File: src/hw/omw_pkg.sv
// Package for the output module select and watchdog block.
// Assumes a 100 MHz system clock; all users reference names as omw_pkg::name.
package omw_pkg;
  // Clock rate
  localparam int unsigned CLOCK_HZ = 100_000_000;
  // Watchdog periods as printed, in milliseconds
  localparam int unsigned FIRST_PERIOD_MS = 20;
  localparam int unsigned SECOND_PERIOD_MS = 10;
  // Derived cycle counts
  localparam int unsigned FIRST_PERIOD_CYC = FIRST_PERIOD_MS * (CLOCK_HZ / 1000);
  localparam int unsigned SECOND_PERIOD_CYC = SECOND_PERIOD_MS * (CLOCK_HZ / 1000);
  // Bit address layout: A3 is MSB, A14 is LSB of a 12-bit hardware bit address
  localparam int unsigned ADDR_W = 12;
  localparam int unsigned SEL_MSB = 11; // A3
  localparam int unsigned SEL_LSB = 4; // A10
  localparam int unsigned FUNC_BIT = 3; // A11
  localparam int unsigned LOW_MSB = 2; // A12
  localparam int unsigned LOW_LSB = 0; // A14
  // Displacement of the restart function and of the second-timeout poll bit
  localparam logic [3:0] RESTART_DISP = 4'h8;
  localparam logic [2:0] POLL_INDEX = 3'h0;
  // Avalon register offsets (byte addresses)
  localparam logic [7:0] REG_STATUS = 8'h00;
  localparam logic [7:0] REG_MASK = 8'h04;
  localparam logic [7:0] REG_CONFIG = 8'h08;
  localparam logic [7:0] REG_STATE = 8'h0c;
  // Status / mask bit positions
  localparam int unsigned EV_FIRST = 0;
  localparam int unsigned EV_SECOND = 1;
  localparam int unsigned EV_RESTART = 2;
  localparam int unsigned EV_W = 3;
  // Config bit positions and reset value
  localparam int unsigned CFG_OUT_RESET = 0;
  localparam int unsigned CFG_IRQ_PF = 1;
  localparam int unsigned CFG_IRQ_NMI = 2;
  localparam int unsigned CFG_HOLD = 3;
  localparam logic [3:0] CFG_RESET = 4'h0;
  // Watchdog state
  typedef enum logic [1:0] {
    OMW_FIRST = 2'b00,
    OMW_SECOND = 2'b01,
    OMW_DONE = 2'b10
  } omw_state_e;
  // Bit-serial bus access from the host
  typedef struct packed {
    logic [ADDR_W-1:0] addr;
    logic wr;
    logic rd;
    logic wdata;
  } omw_cru_s;
endpackage : omw_pkg

File: src/hw/omw_watchdog.sv
// Module select comparator, constant-data multiplexer and two-stage watchdog.
// Assumes bit-serial bus strobes are synchronous to i_clock, one cycle each.
// Operation
// Select only when A3..A10 equal base jumpers, A3 to position 8.
// Fitted base jumper reads zero, open reads one.
// Base switch ON reads zero, OFF reads one.
// Base addresses start at zero in steps of sixteen bit addresses.
// Read uses A12..A14 to pick one of eight constant-data bits.
// Constant-data bit fitted or ON reads zero, open or OFF one.
// Watchdog starts on bus I/O reset and on software restart.
// Default periods: first 20 ms, then second 10 ms.
// Write to displacement 8 restarts the countdown from the beginning.
// First timeout opens all outputs if output-reset option selected.
// First timeout asserts power-fail when that option is selected.
// First timeout asserts non-maskable interrupt instead when selected.
// With no interrupt option, first timeout signals nothing to host.
// Second timeout pulls grant-out low if hold option selected.
// Poll bit position 1 reads one before second timeout, zero after.
// Synchronous down-counter periods; second-timeout flag stays until restart.
//
// Chosen here: the register addresses and the Avalon-MM slave port.
`timescale 1ns/1ps
`default_nettype none
module omw_watchdog #(
  parameter int unsigned FIRST_CYC = omw_pkg::FIRST_PERIOD_CYC,
  parameter int unsigned SECOND_CYC = omw_pkg::SECOND_PERIOD_CYC
) (
  input wire logic i_clock,
  input wire logic i_rst_n,
  // Backplane side
  input wire logic i_bus_io_reset_n,
  input wire omw_pkg::omw_cru_s i_cru,
  output logic o_cru_rdata,
  output logic o_cru_selected,
  input wire logic [7:0] i_base_select_jumpers,
  input wire logic [7:0] i_constant_data_jumpers,
  output logic o_outputs_open,
  output logic o_power_fail_n,
  output logic o_nmi_n,
  output logic o_bus_grant_out_n,
  // Avalon-MM slave
  input wire logic [7:0] i_avs_address,
  input wire logic i_avs_read,
  input wire logic i_avs_write,
  input wire logic [31:0] i_avs_writedata,
  output logic [31:0] o_avs_readdata,
  output logic o_avs_waitrequest,
  output logic o_irq
);
  localparam int unsigned CNT_W = $clog2(FIRST_CYC > SECOND_CYC ? FIRST_CYC : SECOND_CYC) + 1;

  // Zero-length periods would make the two stages collapse into one edge
  if (FIRST_CYC < 1 || SECOND_CYC < 1) begin : g_bad_period
    $error("omw_watchdog: watchdog periods must be at least one cycle");
  end

  // Module select: jumpers already read fitted/ON as zero, open/OFF as one
  wire logic [7:0] sel_field;
  wire logic [7:0] base_value;
  wire logic selected;
  assign sel_field = i_cru.addr[omw_pkg::SEL_MSB:omw_pkg::SEL_LSB];
  assign base_value = i_base_select_jumpers; // see
  // Bit 7 of both is A3 / position 8; low four address bits are local, see
  assign selected = (sel_field == base_value);
  assign o_cru_selected = selected;

  // Function decode
  wire logic func_aux;
  wire logic [2:0] low_index;
  wire logic restart_wr;
  assign func_aux = i_cru.addr[omw_pkg::FUNC_BIT];
  assign low_index = i_cru.addr[omw_pkg::LOW_MSB:omw_pkg::LOW_LSB];
  // A13/A14 ignored for aux outputs, so displacements 8..b all restart
  assign restart_wr = selected && i_cru.wr && func_aux &&
                      (low_index[2] == omw_pkg::RESTART_DISP[2]);

  // Watchdog state and counter
  omw_pkg::omw_state_e state_q, state_d;
  logic [CNT_W-1:0] count_q, count_d;
  logic second_seen_q;
  wire logic restart;
  wire logic count_end;
  wire logic first_hit;
  wire logic second_hit;
  assign restart = !i_bus_io_reset_n || restart_wr;
  assign count_end = (count_q == '0);
  assign first_hit = (state_q == omw_pkg::OMW_FIRST) && count_end && !restart;
  assign second_hit = (state_q == omw_pkg::OMW_SECOND) && count_end && !restart;

  // Next-state logic; restart always reloads the first period
  always_comb begin
    state_d = state_q;
    count_d = count_q;
    if (restart) begin
      state_d = omw_pkg::OMW_FIRST;
      count_d = CNT_W'(FIRST_CYC - 1); // see
    end else begin
      unique case (state_q)
        omw_pkg::OMW_FIRST: begin
          if (count_end) begin
            state_d = omw_pkg::OMW_SECOND;
            count_d = CNT_W'(SECOND_CYC - 1);
          end else begin
            count_d = count_q - 1'b1;
          end
        end
        omw_pkg::OMW_SECOND: begin
          if (count_end) begin
            state_d = omw_pkg::OMW_DONE;
          end else begin
            count_d = count_q - 1'b1;
          end
        end
        omw_pkg::OMW_DONE: begin
          state_d = omw_pkg::OMW_DONE;
        end
        default: begin
          state_d = omw_pkg::OMW_FIRST;
        end
      endcase
    end
  end

  // Counter starts at reset as if a bus reset had just occurred
  always_ff @(posedge i_clock or negedge i_rst_n) begin
    if (!i_rst_n) begin
      state_q <= omw_pkg::OMW_FIRST;
      count_q <= CNT_W'(FIRST_CYC - 1);
    end else begin
      state_q <= state_d;
      count_q <= count_d;
    end
  end

  // First-timeout latch and second-timeout latch, both held until restart
  logic first_seen_q;
  always_ff @(posedge i_clock or negedge i_rst_n) begin
    if (!i_rst_n) begin
      first_seen_q <= 1'b0;
      second_seen_q <= 1'b0;
    end else begin
      first_seen_q <= restart ? 1'b0 : (first_seen_q | first_hit);
      second_seen_q <= restart ? 1'b0 : (second_seen_q | second_hit);
    end
  end

  // Configuration register
  logic [3:0] cfg_q;
  wire logic opt_out_reset;
  wire logic opt_pf;
  wire logic opt_nmi;
  wire logic opt_hold;
  assign opt_out_reset = cfg_q[omw_pkg::CFG_OUT_RESET];
  assign opt_pf = cfg_q[omw_pkg::CFG_IRQ_PF];
  // Non-maskable takes the place of power-fail when both are chosen
  assign opt_nmi = cfg_q[omw_pkg::CFG_IRQ_NMI];
  assign opt_hold = cfg_q[omw_pkg::CFG_HOLD];

  // Timeout actions, registered so the pins are glitch free
  logic outputs_open_q;
  logic power_fail_n_q;
  logic nmi_n_q;
  logic grant_out_n_q;
  always_ff @(posedge i_clock or negedge i_rst_n) begin
    if (!i_rst_n) begin
      outputs_open_q <= 1'b0;
      power_fail_n_q <= 1'b1;
      nmi_n_q <= 1'b1;
      grant_out_n_q <= 1'b1;
    end else begin
      outputs_open_q <= (first_seen_q || first_hit) && !restart && opt_out_reset;
      power_fail_n_q <= !((first_seen_q || first_hit) && !restart && opt_pf && !opt_nmi); // see
      nmi_n_q <= !((first_seen_q || first_hit) && !restart && opt_nmi); // see
      grant_out_n_q <= !((second_seen_q || second_hit) && !restart && opt_hold);
    end
  end
  assign o_outputs_open = outputs_open_q;
  assign o_power_fail_n = power_fail_n_q;
  assign o_nmi_n = nmi_n_q;
  assign o_bus_grant_out_n = grant_out_n_q;

  // Constant-data read; position 1 is the poll bit when left open
  wire logic [7:0] const_bits;
  wire logic rd_bit;
  assign const_bits = {i_constant_data_jumpers[7:1],
                       i_constant_data_jumpers[0] & !second_seen_q};
  assign rd_bit = const_bits[low_index]; // see

  // Read data flip-flop; only aux reads of a selected module answer
  logic cru_rdata_q;
  always_ff @(posedge i_clock or negedge i_rst_n) begin
    if (!i_rst_n) begin
      cru_rdata_q <= 1'b0;
    end else if (selected && i_cru.rd && func_aux) begin
      cru_rdata_q <= rd_bit;
    end
  end
  assign o_cru_rdata = cru_rdata_q;

  // Avalon slave: one wait cycle then answer, so every access takes two cycles
  logic ack_q;
  wire logic req;
  wire logic wr_take;
  wire logic [2:0] events;
  assign req = i_avs_read || i_avs_write;
  assign o_avs_waitrequest = req && !ack_q;
  assign wr_take = i_avs_write && ack_q;
  assign events = {restart_wr, second_hit, first_hit};

  logic [2:0] status_q;
  logic [2:0] mask_q;
  logic [31:0] rdata_q;
  wire logic [31:0] rdata_d;
  assign rdata_d = (i_avs_address == omw_pkg::REG_STATUS) ? {29'h0, status_q} :
                   (i_avs_address == omw_pkg::REG_MASK) ? {29'h0, mask_q} :
                   (i_avs_address == omw_pkg::REG_CONFIG) ? {28'h0, cfg_q} :
                   (i_avs_address == omw_pkg::REG_STATE) ?
                     {28'h0, second_seen_q, first_seen_q, state_q} : 32'h0;

  // Access handshake and read capture
  always_ff @(posedge i_clock or negedge i_rst_n) begin
    if (!i_rst_n) begin
      ack_q <= 1'b0;
      rdata_q <= 32'h0;
    end else begin
      ack_q <= req && !ack_q;
      rdata_q <= (i_avs_read && !ack_q) ? rdata_d : rdata_q;
    end
  end
  assign o_avs_readdata = rdata_q;

  // Sticky status: a new event wins over a write-one clear
  wire logic [2:0] clr;
  assign clr = (wr_take && i_avs_address == omw_pkg::REG_STATUS) ? i_avs_writedata[2:0] : 3'h0;
  always_ff @(posedge i_clock or negedge i_rst_n) begin
    if (!i_rst_n) begin
      status_q <= 3'h0;
      mask_q <= 3'h0;
      cfg_q <= omw_pkg::CFG_RESET;
    end else begin
      status_q <= (status_q & ~clr) | events;
      if (wr_take && i_avs_address == omw_pkg::REG_MASK) begin
        mask_q <= i_avs_writedata[2:0];
      end
      if (wr_take && i_avs_address == omw_pkg::REG_CONFIG) begin
        cfg_q <= i_avs_writedata[3:0];
      end
    end
  end
  assign o_irq = |(status_q & mask_q);

  // Checks
  select_match_a: assert property (@(posedge i_clock) disable iff (!i_rst_n)
    o_cru_selected == (i_cru.addr[11:4] == i_base_select_jumpers))
    else $error("select does not follow base compare");
  restart_reload_a: assert property (@(posedge i_clock) disable iff (!i_rst_n)
    restart |=> (state_q == omw_pkg::OMW_FIRST && count_q == CNT_W'(FIRST_CYC - 1)))
    else $error("restart did not reload first period");
  bus_reset_a: assert property (@(posedge i_clock) disable iff (!i_rst_n)
    !i_bus_io_reset_n |=> state_q == omw_pkg::OMW_FIRST)
    else $error("bus reset did not start watchdog");
  first_to_second_a: assert property (@(posedge i_clock) disable iff (!i_rst_n)
    first_hit |=> (state_q == omw_pkg::OMW_SECOND && count_q == CNT_W'(SECOND_CYC - 1)))
    else $error("second period not loaded");
  open_outputs_a: assert property (@(posedge i_clock) disable iff (!i_rst_n)
    (first_hit && opt_out_reset) |=> o_outputs_open)
    else $error("outputs not opened at first timeout");
  power_fail_a: assert property (@(posedge i_clock) disable iff (!i_rst_n)
    (first_hit && opt_pf && !opt_nmi) |=> !o_power_fail_n && o_nmi_n)
    else $error("power fail not raised");
  nmi_only_a: assert property (@(posedge i_clock) disable iff (!i_rst_n)
    (first_hit && opt_nmi) |=> !o_nmi_n && o_power_fail_n)
    else $error("nmi not raised alone");
  quiet_host_a: assert property (@(posedge i_clock) disable iff (!i_rst_n)
    (!opt_pf && !opt_nmi && $stable(cfg_q)) |=> o_power_fail_n && o_nmi_n)
    else $error("host signal without option");
  hold_grant_a: assert property (@(posedge i_clock) disable iff (!i_rst_n)
    (second_hit && opt_hold) |=> !o_bus_grant_out_n)
    else $error("grant out not pulled low");
  poll_bit_a: assert property (@(posedge i_clock) disable iff (!i_rst_n)
    (i_cru.rd && selected && func_aux && low_index == omw_pkg::POLL_INDEX && second_seen_q)
      |=> !o_cru_rdata)
    else $error("poll bit not zero after second timeout");
  // Other constant-data positions read straight through
  const_read_a: assert property (@(posedge i_clock) disable iff (!i_rst_n)
    (selected && i_cru.rd && func_aux && low_index != 3'h0) |=> o_cru_rdata == $past(const_bits[low_index]))
    else $error("constant data bit not returned");
  // A read for another module or a port must not disturb the read bit
  unselected_quiet_a: assert property (@(posedge i_clock) disable iff (!i_rst_n)
    !(selected && i_cru.rd && func_aux) |=> $stable(o_cru_rdata))
    else $error("read bit changed without a selected read");
  // Counter steps down by one while a period runs
  count_down_a: assert property (@(posedge i_clock) disable iff (!i_rst_n)
    (state_q != omw_pkg::OMW_DONE && !count_end && !restart) |=> count_q == CNT_W'($past(count_q) - 1'b1))
    else $error("watchdog counter did not step down");
  // End of the second period lands in the done state
  second_to_done_a: assert property (@(posedge i_clock) disable iff (!i_rst_n)
    second_hit |=> state_q == omw_pkg::OMW_DONE)
    else $error("second timeout not reached");
  // Done stays put until software or the bus restarts the watchdog
  done_stays_a: assert property (@(posedge i_clock) disable iff (!i_rst_n)
    (state_q == omw_pkg::OMW_DONE && !restart) |=> state_q == omw_pkg::OMW_DONE)
    else $error("done state left without restart");
  // Only the three defined state codes may ever appear
  state_legal_a: assert property (@(posedge i_clock) disable iff (!i_rst_n)
    state_q inside {omw_pkg::OMW_FIRST, omw_pkg::OMW_SECOND, omw_pkg::OMW_DONE})
    else $error("illegal watchdog state code");
  // Second-timeout flag is sticky until restart
  second_hold_a: assert property (@(posedge i_clock) disable iff (!i_rst_n)
    (second_seen_q && !restart) |=> second_seen_q)
    else $error("second timeout flag dropped");
  // Restart wipes both timeout latches
  restart_clears_a: assert property (@(posedge i_clock) disable iff (!i_rst_n)
    restart |=> (!first_seen_q && !second_seen_q))
    else $error("timeout latches kept over restart");
  // No output opening before the first timeout
  outputs_keep_a: assert property (@(posedge i_clock) disable iff (!i_rst_n)
    (!first_seen_q && !first_hit) |=> !o_outputs_open)
    else $error("outputs opened before timeout");
  // No power-fail before the first timeout
  pf_quiet_a: assert property (@(posedge i_clock) disable iff (!i_rst_n)
    (!first_seen_q && !first_hit) |=> o_power_fail_n)
    else $error("power fail before timeout");
  // No non-maskable interrupt before the first timeout
  nmi_quiet_a: assert property (@(posedge i_clock) disable iff (!i_rst_n)
    (!first_seen_q && !first_hit) |=> o_nmi_n)
    else $error("nmi before timeout");
  // No hold request before the second timeout
  grant_quiet_a: assert property (@(posedge i_clock) disable iff (!i_rst_n)
    (!second_seen_q && !second_hit) |=> o_bus_grant_out_n)
    else $error("grant out low before second timeout");
  // Every access sees exactly one wait cycle
  avs_one_wait_a: assert property (@(posedge i_clock) disable iff (!i_rst_n)
    (req && o_avs_waitrequest) |=> !(req && o_avs_waitrequest))
    else $error("more than one wait cycle");
  // An event always lands in status, even against a clear
  status_set_a: assert property (@(posedge i_clock) disable iff (!i_rst_n)
    (|events) |=> ((status_q & $past(events)) == $past(events)))
    else $error("event lost from status");
  // Any unmasked status bit raises the interrupt
  irq_level_a: assert property (@(posedge i_clock) disable iff (!i_rst_n)
    (|(status_q & mask_q)) |-> o_irq)
    else $error("interrupt not raised");
endmodule : omw_watchdog
`default_nettype wire

File: config.mk
export PLATFORM = sky130hd
export DESIGN_NAME = omw_watchdog
export DESIGN_NICKNAME = d
export VERILOG_FILES = /design/src/hw/omw_pkg.sv /design/src/hw/omw_watchdog.sv
export SDC_FILE = /design/constraint.sdc
export NUM_CORES = 1
export LEC_CHECK = 0
export ABC_CLOCK_PERIOD_IN_PS = 4200
export BUFFER_PORTS_ARGS = -buffer_cell sky130_fd_sc_hd__buf_2
export CAP_MARGIN = 20
export CORE_MARGIN = 8
export CORE_UTILIZATION = 54
export CTS_BUF_LIST = sky130_fd_sc_hd__clkbuf_4 sky130_fd_sc_hd__clkbuf_8
export DETAILED_ROUTE_END_ITERATION = 10
export GPL_ROUTABILITY_DRIVEN = 0
export PLACE_DENSITY_LB_ADDON = 0.3
export SLEW_MARGIN = 10
export SYNTH_ARGS = -nofsm -noshare
export SYNTH_HDL_FRONTEND = slang
export SYNTH_SLANG_ARGS = --single-unit
File: constraint.sdc
create_clock -name i_clock -period 4.2 [get_ports i_clock]
set_input_delay 0.21 -clock i_clock [delete_from_list [all_inputs] [get_ports i_clock]]
set_output_delay 0.21 -clock i_clock [all_outputs]
set_load 0.02 [all_outputs]
# After elaboration in Yosys (flattened, before gate mapping)
# Cells that the tools add are included.
[word_totals] wordCells=91 inputBits=76 out_inout_bits=40 reg_bits=74
[op_classes] n_mux=17 n_bitwise=8 n_lt_le_gt_ge=1 n_eq_ne=9 n_reduce_logical=41 add_sub_neg=1
[ops] op="two-way mux 22 bit" n=3
[ops] op="case mux 22 bit (2 select lines)" n=1
[ops] op="logical AND 1 bit" n=22
[ops] op="zero test 22 bit" n=1
[ops] op="subtractor 22 x 1 -> 22 bit, second input constant" n=1
[ops] op="equality test 8 x 4 -> 1 bit, second input constant" n=2
[ops] op="two-way mux 4 bit" n=4
[ops] op="!= test 3 bit, second input constant" n=3
[ops] op="equality test 8 x 3 -> 1 bit, second input constant" n=1
[ops] op="equality test 8 bit" n=1
[ops] op="zero test 1 bit" n=8
[ops] op="zero test 8 bit" n=1
[ops] op="bitwise AND 3 bit" n=2
[ops] op="two-way mux 2 bit" n=3
[ops] op="case mux 2 bit (3 select lines)" n=1
[ops] op="logical OR 1 bit" n=4
[ops] op="< comparator 3 x 4 -> 1 bit, second input constant" n=1
[ops] op="AND reduction 2 bit" n=2
[ops] op="binary-select mux 1 bit (select 3 bit)" n=1
[ops] op="two-way mux 1 bit" n=3
[ops] op="two-way mux 3 bit" n=1
[ops] op="NOT 3 bit" n=1
[ops] op="OR 3 bit" n=1
[ops] op="nonzero test 3 bit" n=1
[ops] op="7 further kinds" n=8

# Logic depth before layout (Yosys ltp)
# Gate-level depths: netlist of the first run.
[logic_depth] word_depth=12 ltp_mapped=8 depth_no_buf=7

# Worst setup path before layout of the first run
# OpenSTA, ideal clock, no wires.
[synth_timing] kind="reg2reg" from="register count_q[0]" to="register count_q[15]" t_arrival_ns=1.950 path_buffers=1 path_slack_ns=2.168 required_time_ns=4.118 synth_period_minus_slack_ns=2.032 stages_incl_launch_ff=9 setup_ns=0.082 path_cell_list="dfstp_2 inv_1 ha_1 nor3b_2 nand4_2 or3_1 buf_2 a21o_1 a211o_1"
[synth_between] elab_chain_cells=4 word_cells_on_any_way=8 classes_between="1 x add/sub; 1 x eq/ne; 4 x mux; 2 x reduce/logical"
[synth_lines] element="start: declaration" line_no="omw_watchdog.sv:79" text="logic [CNT_W-1:0] count_q, count_d;"
[synth_lines] element="start signal: assignment" line_no="omw_watchdog.sv:128" text="count_q <= CNT_W'(FIRST_CYC - 1);"
[synth_lines] element="start signal: assignment" line_no="omw_watchdog.sv:131" text="count_q <= count_d;"
[synth_lines] element="subtractor 22 x 1 -> 22 bit / zero test 22 bit (equally long branches)" line_no="omw_watchdog.sv:104, omw_watchdog.sv:111, omw_watchdog.sv:86"
[synth_lines] element="two-way mux 22 bit (on tied branches)" line_no="omw_watchdog.sv:108, omw_watchdog.sv:100"
[synth_lines] element="case mux 22 bit (2 select lines)" line_no="omw_watchdog.sv:98" text="unique case (state_q)"
[synth_lines] element="two-way mux 22 bit" line_no="omw_watchdog.sv:94" text="if (restart) begin"
# Parallel ways exist; a longest one is shown, timed or not. The select of a mux whose other input is x is not followed.
# A chain may end at the register's enable or synchronous reset.

# Worst setup path after layout of the first run
[layout_timing] from="register count_q[1]" to="register count_q[15]"
# Same word-level chain as after synthesis.

==> results.py, run 1 <==
metrics = {
    "cells_and_area": {
        "utilization": 0.627,
        "layout_common_cells": "58 x buf_2, 30 x dfrtp_1, 28 x conb_1",
        "fillers": 439,
        "multi_input_area_sq_mm": 0.00144,
        "area_growth_syn_to_layout_pct": 13.3,
        "finalNetCount": 432,
        "final_common_cell": "buf_2",
        "drive_above_1_share": 0.288,
        "seqCellArea_sq_mm": 0.00117,
        "diodes": 0,
    },
    "critical_path": {
        "required_ps": 4440,
        "cp.arrival_ps": 2650,
        "start_kind": "flop",
        "path_depth": 7,
        "end_kind": "flop",
        "rrSetupSlack_ps": 1780,
        "crit_type": "flop to flop",
        "path_cells": "inv_1 > ha_1 > nor3b_2 > nand4_2 > nor3_2 > nor4_1 > a211o_1",
        "reg2reg_depth": 7,
        "r2r-end": "count_q[15]$_DFFE_PN1P_",
        "critPathMaxStageDelay_ps": 770,
        "crit_slowest_cell": "nor3_2",
        "cp_max_fo": 15,
        "path_buf_inv": 1,
        "path_delay_family": "simple AND/OR/NAND/NOR gates",
        "critPathLaunch": "count_q[1]$_DFFE_PN1P_",
        "r2r_start": "count_q[1]$_DFFE_PN1P_",
        "cp-endpoint": "count_q[15]$_DFFE_PN1P_",
    },
    "status": {
        "status": "finished, final reports clean",
    },
    "floorplan": {
        "top_level_ports": 116,
        "dieHeight_um": 88.1,
        "die_w_um": 88.1,
        "die-area_sq_mm": 0.00776,
        "core-area_sq_mm": 0.00507,
        "start_util": 0.553,
        "core.rowCount": 26,
    },
    "pwr": {
        "power.density_mw_per_mm2": 263,
        "comb_power_share": 0.120,
        "internal_power_w": 0.000609,
        "clkPwrFrac": 0.334,
        "switching_share": 0.273,
        "p_switching_w": 0.000229,
        "ir_worst_vdd_mv": 0.234,
        "p_leak_nw": 1.38,
        "p_seq_frac": 0.546,
    },
    "routing": {
        "vias_per_cell": 5.39,
        "wl_um": 6250,
        "drc": 0,
        "ant_nets": 0,
        "wl_per_cell_um": 14.7,
        "first_pass_iters": 4,
        "first_iter_violations": 98,
        "dr_total_vias": 2287,
    },
    "yosys": {
        "syn-cell-area_sq_mm": 0.00281,
        "async_flop_share": 1.00,
        "synth_edf_count": 0,
        "yosys.cell_types.count": 52,
        "syn_avg_cell_area_sq_um": 9.58,
        "yosysSeqAreaShare": 0.417,
        "syn_inst": 293,
        "ys_warn_count": 0,
        "ys_seq_elements": 46,
        "synth-main-ff-cell": "dfrtp_1",
    },
    "grt": {
        "grt_start_max_net_pins": 47,
        "grt_pass1_wl_um": 10200,
        "grt_overflow": 0,
        "grt_pass1_vias": 2224,
        "antenna_found_initial": 0,
        "grt_use_total": 0.162,
    },
    "place": {
        "port_buffers": 58,
        "hpwl_um": 4770,
        "preCtsSetupSlack_ps": 1790,
    },
    "timing": {
        "slew_headroom": 0.420,
        "setup_viol": 0,
        "fin_crit_sh": 0.575,
        "rsz0062_at_grt": "false",
        "max_slew.worst_pin.slew_ps": 866,
        "setup_slack_ps": 1780,
        "period_minus_slack_ps": 2420,
        "hold_viol_final": 0,
        "max_freq_mhz": 414,
        "tns_ps": 0,
        "finClkSkew_ps": 7.12,
        "maxSlewViolCount": 0,
        "hold-worst-slack_ps": 140,
    },
    "clocking": {
        "cts_resized": 0,
        "clk_latency_ps": 300,
        "cts_tree": "built",
        "cts_sinks": 46,
        "cts_buffers": 5,
        "htreeDepth": 2,
        "cts-root-buf": "clkbuf_8",
        "cts_max_path_buffers": 2,
        "clk_pin_slew_ps": 90,
    },
    "min_path": {
        "hold_path.class": "primary input to flop",
    },
    "job": {
        "max_cap_violations": 0,
    },
}
==> per-stage QoR <==
step	instance area (sq um)	power, W	std cells
finish	3180	0.000838	424
global route	3180	0.000871	424
CTS	3150	0.000839	422
detailed placement	3060	0.000563	414
global placement	3060	0.000560	414
floorplan	2910	0.000540	320
==> flip-flops by register name, summed over array words and instances (netlist names) <==
signal,count
ack_q,1
cfg_q,4
count_q,22
first_seen_q,1
mask_q,3
o_avs_readdata,4
o_bus_grant_out_n,1
o_cru_rdata,1
o_nmi_n,1
o_outputs_open,1
o_power_fail_n,1
second_seen_q,1
state_q,2
status_q,3
==> worst min-delay path by stage <==
stage	from	endpoint	slack, ps	depth (start not counted)
after floorplan	i_rst_n	ack_q$_DFF_PN0_	-90	0
after global placement	cfg_q[3]$_DFFE_PN0P_	o_bus_grant_out_n$_DFF_PN1_	410	1
after detailed placement	cfg_q[3]$_DFFE_PN0P_	o_bus_grant_out_n$_DFF_PN1_	420	1
after CTS	i_rst_n	o_outputs_open$_DFF_PN0_	100	1
after global routing	i_avs_writedata[3]	cfg_q[3]$_DFFE_PN0P_	150	2
final	i_avs_writedata[3]	cfg_q[3]$_DFFE_PN0P_	140	2
==> power by group through the flow <==
| stage | Combinational (W) | Clock [W] | Sequential, W |
|---|---|---|---|
| 3_5_place_dp | 0.0000974 | 0 | 0.000465 |
| 4_1_cts | 0.0000976 | 0.000284 | 0.000457 |
| 3_3_place_gp | 0.0000953 | 0 | 0.000465 |
| 5_1_grt | 0.000113 | 0.000300 | 0.000459 |
| 2_1_floorplan | 0.0000754 | 0 | 0.000464 |
| 6_report | 0.000100 | 0.000280 | 0.000457 |
==> layout make-up <==
type / count / share of cell area
clock buffer: 5 / 0.0216
clock inverter: 3 / 0.00786
timing repair buffer: 62 / 0.105
sequential: 46 / 0.368
multi-input combinational: 223 / 0.452
inverter: 15 / 0.0177
tap: 70 / 0.0275
==> cells in the mapped netlist (2+ instances only) <==
cell      number  area (sq um)
nand2b_1       3          18.8
nand2_1       25          93.8
clkbuf_1       5          18.8
buf_2          3          15.0
o211ai_1       3          22.5
o21ai_0       19          95.1
mux2i_1        4          40.0
nand3b_1       3          22.5
dfstp_2       16           420
nor3b_1        2          15.0
nand3_1        6          30.0
nor3_1        10          50.1
or3_1          9          56.3
or4_1          8          60.1
and3_1         2          12.5
dfrtp_1       30           751
nor3_2         3          30.0
buf_4         28           210
ha_1           3          37.5
and2_1         2          12.5
o31ai_1       10          75.1
nand4_1        6          37.5
inv_1         15          56.3
nor4_4         2          42.5
o41ai_1        2          17.5
nor2_1        15          56.3
mux4_2         4          90.1
a211oi_1       3          22.5
mux2_2         4          45.0
o21a_1         2          15.0
nor4_1         3          18.8
nor2b_1        3          18.8
a21oi_1       13          65.1
xnor2_1        9          78.8
==> routing by layer <==
layer,vias to the layer above,global-route usage,routed length [um]
li1,1128,-,-
met1,1091,0.193,2550
met2,58,0.285,3170
met3,10,0.0366,428
met4,0,0.0445,100
met5,-,0,0
==> cells by family (layout without fill, tap and decap cells) <==
| group | Yosys count | after routing | synth area share |
|---|---|---|---|
| multiplexers | 13 | 13 | 0.0664 |
| adder cells (fa/ha/maj) | 3 | 3 | 0.0134 |
| AND/OR/NAND/NOR | 108 | 108 | 0.225 |
| buffers and inverters | 51 | 85 | 0.107 |
| flip-flops | 46 | 46 | 0.417 |
| AO/OA/AOI/OAI | 62 | 62 | 0.142 |
| XOR/XNOR | 9 | 9 | 0.0281 |
| other | 1 | 28 | 0.00134 |
==> what timing repair did <==
action                    in CTS  in global routing
setup buffers                  0                  0
hold buffers                   0                  1
hold endpoints to repair       0                  7
Note: power is estimated with default switching activity, not from simulation.
==> inputs of run 2 (changes only) <==
Settings changed: ABC_CLOCK_PERIOD_IN_PS 4200 to 2000, CORE_UTILIZATION 54 to 45.
Clock period 4.2 ns to 2 ns, I/O delays scaled along.
==> results.py, run 2 (synthesis results as in run 1) <==
metrics = {
    "timing": {
        "slew_headroom": 0.621,
        "fin_crit_sh": 1.02,
        "rsz0062_at_grt": "true",
        "setup_slack_ps": -40.3,
        "setup_viol": 5,
        "maxSlewViolCount": 0,
        "hold_viol_final": 0,
        "finClkSkew_ps": 8.46,
        "period_minus_slack_ps": 2040,
        "max_slew.worst_pin.slew_ps": 569,
        "max_freq_mhz": 490,
    },
    "routing": {
        "drc": 0,
        "vias_per_cell": 5.38,
        "wl_um": 7380,
        "dr_total_vias": 2493,
        "first_pass_iters": 4,
        "ant_nets": 0,
        "wl_per_cell_um": 15.9,
        "first_iter_violations": 125,
    },
    "pwr": {
        "finalPower_w": 0.00190,
        "p_leak_nw": 1.64,
        "power.density_mw_per_mm2": 530,
        "ir_worst_vdd_mv": 0.353,
    },
    "grt": {
        "antenna_found_initial": 0,
        "grt_overflow": 0,
        "grt_pass1_vias": 2552,
        "grt_pass1_wl_um": 11600,
        "grt_use_total": 0.161,
        "grt_start_max_net_pins": 25,
    },
    "floorplan": {
        "top_level_ports": 116,
        "dieHeight_um": 95.0,
        "start_util": 0.469,
        "core-area_sq_mm": 0.00599,
        "die_w_um": 95.0,
        "core.rowCount": 28,
        "die-area_sq_mm": 0.00902,
    },
    "status": {
        "status": "complete, but fails checks",
        "violations": "setup timing",
    },
    "place": {
        "port_buffers": 58,
        "hpwl_um": 5610,
    },
    "critical_path": {
        "crit_slowest_cell": "or3_4",
        "path_delay_family": "simple AND/OR/NAND/NOR gates",
        "start_kind": "flop",
        "crit_type": "flop to flop",
        "cp_max_fo": 7,
        "critPathMaxStageDelay_ps": 450,
        "path_buf_inv": 1,
        "end_kind": "flop",
        "path_cells": "nor4_4 > buf_4 > nand4_4 > or3_4 > a21o_1 > a211o_1",
        "required_ps": 2240,
        "cp.arrival_ps": 2280,
    },
    "cells_and_area": {
        "utilization": 0.599,
        "drive_above_1_share": 0.397,
        "regMostFlops": "count_q",
        "finalNetCount": 466,
        "largest_register_ffs": 22,
        "layout_common_cells": "58 x buf_2, 35 x buf_4, 30 x dfrtp_1",
        "final_common_cell": "buf_2",
        "area_growth_syn_to_layout_pct": 27.9,
        "diodes": 0,
    },
    "clocking": {
        "clk_pin_slew_ps": 90,
        "cts_tree": "built",
        "htreeDepth": 2,
        "cts_max_path_buffers": 2,
        "cts-root-buf": "clkbuf_8",
        "cts_sinks": 46,
        "clk_latency_ps": 300,
        "cts_buffers": 5,
    },
    "job": {
        "max_cap_violations": 0,
    },
    "min_path": {
        "hold_path.class": "primary input to flop",
    },
}
[run 2: cell count changes in the layout (fill, tap and decap cells not counted), sizes merged]
cell | previous run | this run
buf | 61 | 95
clkinv | 1 | 0
clkbuf | 5 | 6
bufinv | 0 | 1
inv | 16 | 15
[run 2: worst paths after layout]
kind | start | end | slack [ps] | cells past startpoint
max reg2reg | count_q[8]$_DFFE_PN0P_ | count_q[15]$_DFFE_PN1P_ | -40 | 6
min in group asynchronous | i_rst_n | count_q[14]$_DFFE_PN0P_ | 310 | 2
max in group asynchronous | i_rst_n | o_bus_grant_out_n$_DFF_PN1_ | 1080 | 3
max | count_q[8]$_DFFE_PN0P_ | count_q[15]$_DFFE_PN1P_ | -40 | 6
min | i_avs_writedata[3] | cfg_q[3]$_DFFE_PN0P_ | 20 | 2
min reg2reg | cfg_q[3]$_DFFE_PN0P_ | o_bus_grant_out_n$_DFF_PN1_ | 450 | 1
[run 2: area by class of cell]
| class | count | area (sq um) |
|---|---|---|
| clock buffer | 6 | 76.3 |
| tap | 75 | 93.8 |
| clock inverter | 2 | 37.5 |
| sequential | 46 | 1170 |
| fill | 521 | 2400 |
| multi-input combinational | 223 | 1560 |
| timing repair buffer | 96 | 594 |
| inverter | 15 | 56.3 |
[run 2: through the flow]
| stage | setup WS (ps) | TNS [ps] | hold WS, ps | area [sq um] | std cells |
|---|---|---|---|---|---|
| 2_1_floorplan | 0.328 | 0 | -196 | 2930 | 320 |
| 3_3_place_gp | -22.0 | -52.2 | 128 | 3320 | 449 |
| 3_5_place_dp | -45.4 | -112 | 129 | 3320 | 449 |
| 4_1_cts | 9.66 | 0 | 20.0 | 3450 | 459 |
| 5_1_grt | -110 | -942 | 30.5 | 3590 | 463 |
| 6_report | -40.3 | -111 | 19.6 | 3590 | 463 |
[run 2: power by group]
group	internal, W	switching (W)	total (W)
Combinational	0.0000875	0.000140	0.000228
Sequential	0.000948	0.0000128	0.000961
Clock	0.000387	0.000329	0.000716
[run 2: timing repair]
action | in CTS | in global routing
hold endpoints to repair | 12 | 0
hold buffers | 1 | 0
resized for setup | 1 | 25
pin swaps | 4 | 13
setup buffers | 1 | 4
setup endpoints to repair | 6 | 18
[run 2: layer usage]
layer / global-route usage / wire, um / vias to the layer above
met5: 0 / 0 / -
met4: 0.0702 / 90 / 0
met3: 0.0206 / 364 / 6
met2: 0.285 / 3860 / 79
met1: 0.190 / 3070 / 1211
li1: - / - / 1197
